## src/core/kli_pkg.sv

```systemverilog
// package of register offsets, reset values and sizes for the keyboard level interrupt block
package kli_pkg;
    localparam int         KLI_LINES        = 8;
    localparam logic [7:0] KLI_ADDR_LEVEL   = 8'h9c;
    localparam logic [7:0] KLI_ADDR_ENABLE  = 8'h9d;
    localparam logic [7:0] KLI_ADDR_FLAGS   = 8'h9e;
    localparam logic [7:0] KLI_RESET_LEVEL  = 8'h00;
    localparam logic [7:0] KLI_RESET_ENABLE = 8'h00;
    localparam logic [7:0] KLI_RESET_FLAGS  = 8'h00;
    localparam int         KLI_SYNC_STAGES  = 2;
    typedef enum {KLI_RUN, KLI_IDLE, KLI_POWER_DOWN} kli_power_t;
endpackage

```

## src/core/kli_sync.sv

```systemverilog
// two-stage synchroniser for the keypad port lines
`timescale 1ns/1ns
module kli_sync #(
    parameter int WIDTH = 8
) (
    input  wire logic             clock,
    input  wire logic             reset_n,
    input  wire logic [WIDTH-1:0] asyncIn,
    output logic      [WIDTH-1:0] syncOut
);
    logic [WIDTH-1:0] stage1_reg;
    logic [WIDTH-1:0] stage2_reg;

    // first stage is read only by the second stage
    always_ff @(posedge clock or negedge reset_n)
    begin
        if (!reset_n)
        begin
            // pins idle at their pull-up level, so no false low level follows reset
            stage1_reg <= '1;
            stage2_reg <= '1;
        end
        else
        begin
            stage1_reg <= asyncIn;
            stage2_reg <= stage1_reg;
        end
    end

    assign syncOut = stage2_reg;
endmodule // kli_sync

```

## src/core/kli_keyboard.sv

```systemverilog
// keyboard level interrupt unit: registers, level match, flags, request and wake-up
`timescale 1ns/1ns
// Operation
// - eight keyboard inputs on one port
// - level detection, per-line selectable polarity
// - eight sources merged into one request
// - global enable gates the merged request
// - active level on line n sets flag n
// - line enable gates request, flag always recorded
// - flags read-only, cleared by any read of the flag register
// - enable zero leaves line as plain I/O
// - level select zero detects low level
// - level select one detects high level
// - reset clears all three registers
// - enabled detection wakes from idle, power-down
// - idle bit set enters idle, cleared by interrupt
module kli_keyboard
#(
    parameter int LINES = kli_pkg::KLI_LINES
) (
    input  wire logic             clock,
    input  wire logic             reset_n,
    input  wire logic [LINES-1:0] keypadPort,
    input  wire logic [7:0]       sfrAddr,
    input  wire logic             sfrWrite,
    input  wire logic             sfrRead,
    input  wire logic [7:0]       sfrWriteData,
    output logic      [7:0]       sfrReadData,
    output logic                  sfrHit,
    input  wire logic             keypadGlobalIrqEnable,
    input  wire logic             idleRequestBitSet,
    input  wire logic             powerDownRequestBitSet,
    input  wire logic             otherIrq,
    output logic                  keyIrqRequest,
    output logic                  idleRequestBit,
    output logic                  powerDownRequestBit,
    output logic                  wakeUp,
    output logic      [LINES-1:0] keyFunctionSelect
);
    import kli_pkg::*;

    // ----------------------------------------
    // state
    // ----------------------------------------
    logic [LINES-1:0] keyLevelSelect_reg;
    logic [LINES-1:0] keyLevelSelect_next;
    logic [LINES-1:0] keyInputEnable_reg;
    logic [LINES-1:0] keyInputEnable_next;
    logic [LINES-1:0] keyLineFlags_reg;
    logic [LINES-1:0] keyLineFlags_next;
    logic [7:0]       readData_reg;
    logic [7:0]       readData_next;
    kli_power_t       power_reg;
    kli_power_t       power_next;
    logic [LINES-1:0] lineSync;
    logic [LINES-1:0] lineActive;
    logic             flagRead;
    logic             pendingIrq;
    logic             selLevel;
    logic             selEnable;
    logic             selFlags;

    // ----------------------------------------
    // helpers
    // ----------------------------------------
    // zero-extends a line vector to the byte-wide register bus
    function automatic logic [7:0] widen(input logic [LINES-1:0] v);
        logic [7:0] r;
        r = '0;
        r[LINES-1:0] = v;
        return r;
    endfunction

    // one address compare shared by the write, flag-clear and hit decodes
    function automatic logic addr_match(input logic [7:0] a, input logic [7:0] target);
        return (a == target);
    endfunction

    // xnor per line: select one matches high, select zero matches low
    function automatic logic [LINES-1:0] level_match(input logic [LINES-1:0] pins, input logic [LINES-1:0] sel);
        return ~(pins ^ sel);
    endfunction

    // ----------------------------------------
    // input path
    // ----------------------------------------
    // pins cross into the clock domain before any comparison
    kli_sync #(.WIDTH(LINES)) kli_sync_i (
        .clock   (clock),
        .reset_n (reset_n),
        .asyncIn (keypadPort),
        .syncOut (lineSync)
    );

    assign lineActive = level_match(lineSync, keyLevelSelect_reg);

    assign selLevel  = addr_match(sfrAddr, KLI_ADDR_LEVEL);
    assign selEnable = addr_match(sfrAddr, KLI_ADDR_ENABLE);
    assign selFlags  = addr_match(sfrAddr, KLI_ADDR_FLAGS);
    assign flagRead  = sfrRead && selFlags;
    assign sfrHit    = selLevel || selEnable || selFlags;

    // ----------------------------------------
    // configuration registers
    // ----------------------------------------
    always_comb
    begin
        keyLevelSelect_next = keyLevelSelect_reg;
        keyInputEnable_next = keyInputEnable_reg;
        if (sfrWrite && selLevel)
            keyLevelSelect_next = sfrWriteData[LINES-1:0];
        if (sfrWrite && selEnable)
            keyInputEnable_next = sfrWriteData[LINES-1:0];
    end

    always_ff @(posedge clock or negedge reset_n)
    begin
        if (!reset_n)
        begin
            keyLevelSelect_reg <= KLI_RESET_LEVEL[LINES-1:0];
            keyInputEnable_reg <= KLI_RESET_ENABLE[LINES-1:0];
        end
        else
        begin
            keyLevelSelect_reg <= keyLevelSelect_next;
            keyInputEnable_reg <= keyInputEnable_next;
        end
    end

    // ----------------------------------------
    // line flags
    // ----------------------------------------
    // flags ignore writes; a level present during the clearing read sets
    // the bit again, so a held key is never lost: set wins
    always_comb
    begin
        keyLineFlags_next = flagRead ? '0 : keyLineFlags_reg;
        keyLineFlags_next = keyLineFlags_next | lineActive;
    end

    always_ff @(posedge clock or negedge reset_n)
    begin
        if (!reset_n)
            keyLineFlags_reg <= KLI_RESET_FLAGS[LINES-1:0];
        else
            keyLineFlags_reg <= keyLineFlags_next;
    end

    // ----------------------------------------
    // read data
    // ----------------------------------------
    // registered so the flag value returned is the one before the clear
    always_comb
    begin
        readData_next = readData_reg;
        if (sfrRead)
        begin
            case (sfrAddr)
                KLI_ADDR_LEVEL:  readData_next = widen(keyLevelSelect_reg);
                KLI_ADDR_ENABLE: readData_next = widen(keyInputEnable_reg);
                KLI_ADDR_FLAGS:  readData_next = widen(keyLineFlags_reg);
                default:         readData_next = 8'h00;
            endcase
        end
    end

    always_ff @(posedge clock or negedge reset_n)
    begin
        if (!reset_n)
            readData_reg <= 8'h00;
        else
            readData_reg <= readData_next;
    end

    // ----------------------------------------
    // request and port function
    // ----------------------------------------
    // masked flags stay recorded; only their request is gated
    assign pendingIrq        = |(keyLineFlags_reg & keyInputEnable_reg);
    assign keyIrqRequest     = pendingIrq && keypadGlobalIrqEnable;
    assign keyFunctionSelect = keyInputEnable_reg;
    assign sfrReadData       = readData_reg;

    // ----------------------------------------
    // power mode
    // ----------------------------------------
    // wake uses the enabled flags regardless of the global gate, since the
    // flag path needs no clock beyond synchroniser in this model
    always_comb
    begin
        power_next = power_reg;
        case (power_reg)
            KLI_RUN:
            begin
                if (powerDownRequestBitSet)
                    power_next = KLI_POWER_DOWN;
                else if (idleRequestBitSet)
                    power_next = KLI_IDLE;
            end
            KLI_IDLE:
            begin
                if (pendingIrq || otherIrq)
                    power_next = KLI_RUN;
            end
            KLI_POWER_DOWN:
            begin
                if (pendingIrq)
                    power_next = KLI_RUN;
            end
            default: power_next = KLI_RUN;
        endcase
    end

    always_ff @(posedge clock or negedge reset_n)
    begin
        if (!reset_n)
            power_reg <= KLI_RUN;
        else
            power_reg <= power_next;
    end

    // status bits decode the state register, so they settle right after the edge
    assign idleRequestBit      = (power_reg == KLI_IDLE);
    assign powerDownRequestBit = (power_reg == KLI_POWER_DOWN);
    assign wakeUp              = (power_reg != KLI_RUN) && (power_next == KLI_RUN);
endmodule // kli_keyboard

```

## config.mk

```make
export PLATFORM = sky130hd
export DESIGN_NAME = kli_keyboard
export DESIGN_NICKNAME = d
export VERILOG_FILES = /design/src/core/kli_pkg.sv /design/src/core/kli_sync.sv /design/src/core/kli_keyboard.sv
export SDC_FILE = /design/constraint.sdc
export NUM_CORES = 1
export LEC_CHECK = 0
export BUFFER_PORTS_ARGS = -buffer_cell sky130_fd_sc_hd__buf_4
export CORE_MARGIN = 3
export CORE_UTILIZATION = 40
export DETAILED_ROUTE_END_ITERATION = 12
export PLACE_DENSITY = 0.65
export SLEW_MARGIN = 20
export SYNTH_ARGS = -nofsm -noshare
export SYNTH_HDL_FRONTEND = slang
export SYNTH_HIERARCHICAL = 1
export SYNTH_SLANG_ARGS = --single-unit
```

## constraint.sdc

```tcl
create_clock -name clock -period 1.8 [get_ports clock]
set_clock_uncertainty 0.05 [all_clocks]
set_input_delay 0.09 -clock clock [delete_from_list [all_inputs] [get_ports clock]]
set_output_delay 0.09 -clock clock [all_outputs]
set_load 0.02 [all_outputs]
```

==> results.ini <==
[timing]
rsz0062_at_grt=true
fin_ws_ns=-0.1135
layout_min_cycle_time_ns=1.913
finalCritPeriodShare=1.063
setup_viol=3
maxSlewViolCount=0
hold_viol=0
max_freq_ghz=0.5226
setup_tns_ns=-0.2524

[cts]
cts_tree=yes
clk_pin_slew_ns=0.08
cts.sinks=80
cts-root-buf=clkbuf_8
cts.htree.levels=3
cts_buffer_depth=2
clock_latency_ns=0.34
cts_buffers=9

[power_and_ir_drop]
p_leak_nw=1.816
ir_drop_uv=435.1
p_per_area_nw_per_um2=867.0

[floorplan]
ioPinCount=53
fp.dieW_um=90.90
die-area_um2=8262
fp-row-count=30
core_area_um2=6907
fp.dieH_um=90.90
initial_core_util=0.4174

[logic_synthesis]
synth_top_family_by_area=multiplexers
synth_top_area_cell=dfrtp_1
synth_compound_area_frac=0.07161
synthArstFlopShare=1.000
syn_inst=196
synthMuxAreaShare=0.09939
yosysWarnings=6
synth_flop_cell=dfrtp_1
ys_seq_elements=80
synth.area.top_cells=dfrtp_1, dfstp_2, mux2_2, mux2i_1, xnor2_1
synthAdderAreaFrac=0
synth_common_cells=dfrtp_1, dfstp_2, mux2_2, nor2_1
yosysUniqueCellTypes=32
synth-edff-count=0
synth.avg_cell_area_um2=14.71
yosys.area.top_type_share=0.5556
synth-xor-area-share=0.02431
yosys.area_share.simple=0.08030
yosysMostFrequentCell=dfrtp_1
syn_area_um2=2883
yosysSeqAreaShare=0.7014

[cells_and_area]
final_nets=342
seqCellArea_um2=2023
fin_area_um2=3988
diodes=0
multiInputGateArea_um2=963.4
largest_reg_flops=32
nFillCells=585
final_layout_size_suffix_gt1_frac=0.3873
area_delta_synth_final_pct=38.32

[drt]
via_per_inst=4.579
drcViolationCount=0
wirelength_um=5620
vias=1882
drt-pass1-iter-count=4
drtIter0Drc=86
ant_nets=0
wl_per_cell_um=13.67

[placement]
place_congestion=0.7744
io_buffers=52
place_area_um2=3508
hpwl_um=3789

[job]
cap_violations=0

[setup_path]
cpPeakStageDelay_ns=0.40
cp_cell_sequence=nor4_4 > nand4_1 > nor4b_2 > buf_4
cp_max_fo=3
cp.arrival_ns=1.77
criticalPathCategory=reg2out
cp.required_ns=1.66
worstSetupEndpointType=output pin
cp_slowest_cell=dfrtp_1
start_kind=register
critPathBufInv=1
crit_family=simple AND/OR/NAND/NOR gates

[global_route]
gr-total-overflow=0
grt_usage=0.1466
grt_pass1_vias=1988
grt_max_degree=35
antenna_found_initial=0
grt_pass1_wl_um=9384

[status]
violations=setup timing
status=finished, violations left

[min_path]
min_path_type=in2reg

-- logic make-up (layout without fill, tap and decap cells) --
logic type             Yosys count  after routing
flip-flops                      80             80
AND/OR/NAND/NOR                 36             36
buffers and inverters           14            104
XOR/XNOR                         8              8
multiplexers                    25             25
AO/OA/AOI/OAI                   32             32
other                            1             30
-- path summary, 6_finish.rpt --
kind                                     startpoint                       end  slack, ns  depth (start not counted)
setup / recovery                      power_reg[22]            idleRequestBit      -0.11                          4
hold / removal                    idleRequestBitSet              power_reg[0]       0.05                          3
setup reg to reg                       power_reg[6]              power_reg[0]       0.06                          6
hold reg to reg            kli_sync_i/stage1_reg[0]     kli_sync_i/syncOut[0]       0.30                          0
max in group asynchronous                   reset_n  kli_sync_i/stage1_reg[2]       0.90                          3
min in group asynchronous                   reset_n             power_reg[31]       0.15                          2
-- area by class of cell --
type                    instances  share of cell area
inverters                       9            0.008472
repair buffers                 79              0.1641
well taps                      96             0.03012
multi-input cells             131              0.2416
flip-flops and latches         80              0.5074
clock inverters                 4            0.006903
clock buffers                  12             0.04142
-- cell usage in the layout (no fill, tap or decap), types with 2 or more instances in the layout --
| master | count |
|---|---|
| nor4_1 | 4 |
| conb_1 | 30 |
| a21o_1 | 8 |
| clkbuf_8 | 12 |
| a22oi_1 | 2 |
| xnor2_1 | 8 |
| a21oi_1 | 9 |
| dfrtp_1 | 63 |
| buf_4 | 59 |
| a22oi_2 | 2 |
| nand4_1 | 3 |
| nand3_4 | 2 |
| dfstp_2 | 16 |
| inv_1 | 9 |
| nor4_2 | 4 |
| o22ai_1 | 8 |
| clkinvlp_4 | 3 |
| dlygate4sd3_1 | 18 |
| nor2_1 | 12 |
| mux2_2 | 13 |
| mux2_4 | 4 |
| mux2i_1 | 8 |
-- metal layers --
metal	routed length, µm	up-vias	track usage
met4	125	0	0.07915
met1	2567	942	0.1880
met3	258	10	0.03333
met5	0	-	0
li1	-	886	-
met2	2669	44	0.2310
-- stage by stage --
step                      total power [W]  setup slack (ns)  instances    util  hold WS (ns)
after CTS                        0.003493          -0.08431        409  0.5690       0.02414
after floorplan                  0.002061           0.08673        225       -       -0.2556
after global placement           0.002206            0.2008        371  0.5080      -0.01667
after global routing             0.003613           -0.2155        411  0.5774       0.04650
final                            0.003457           -0.1135        411  0.5774       0.04722
after detailed placement         0.002213            0.1361        371  0.5080     -0.008164
-- timing repair --
item                                    in CTS  in global routing
hold buffers                                18                  0
setup buffers                                4                  2
endpoints found under the setup margin       4                  3
resized for setup                            3                  8
gates cloned                                 0                  0
hold endpoints to repair                    85                  0
pin swaps                                    6                  5
-- power by group --
group	leakage (nW)	switching [W]	internal, W	total [W]
Combinational	0.779	0.000140	0.000160	0.000300
Clock	0.0906	0.000622	0.000611	0.00123
Sequential	0.947	0.0000422	0.00188	0.00192
-- worst min-delay path: stages --
cell and delay (ns):
buf_4 0.11, a2bb2oi_1 0.14, nor4_1 0.07
Power figures use the tool's default switching activity.
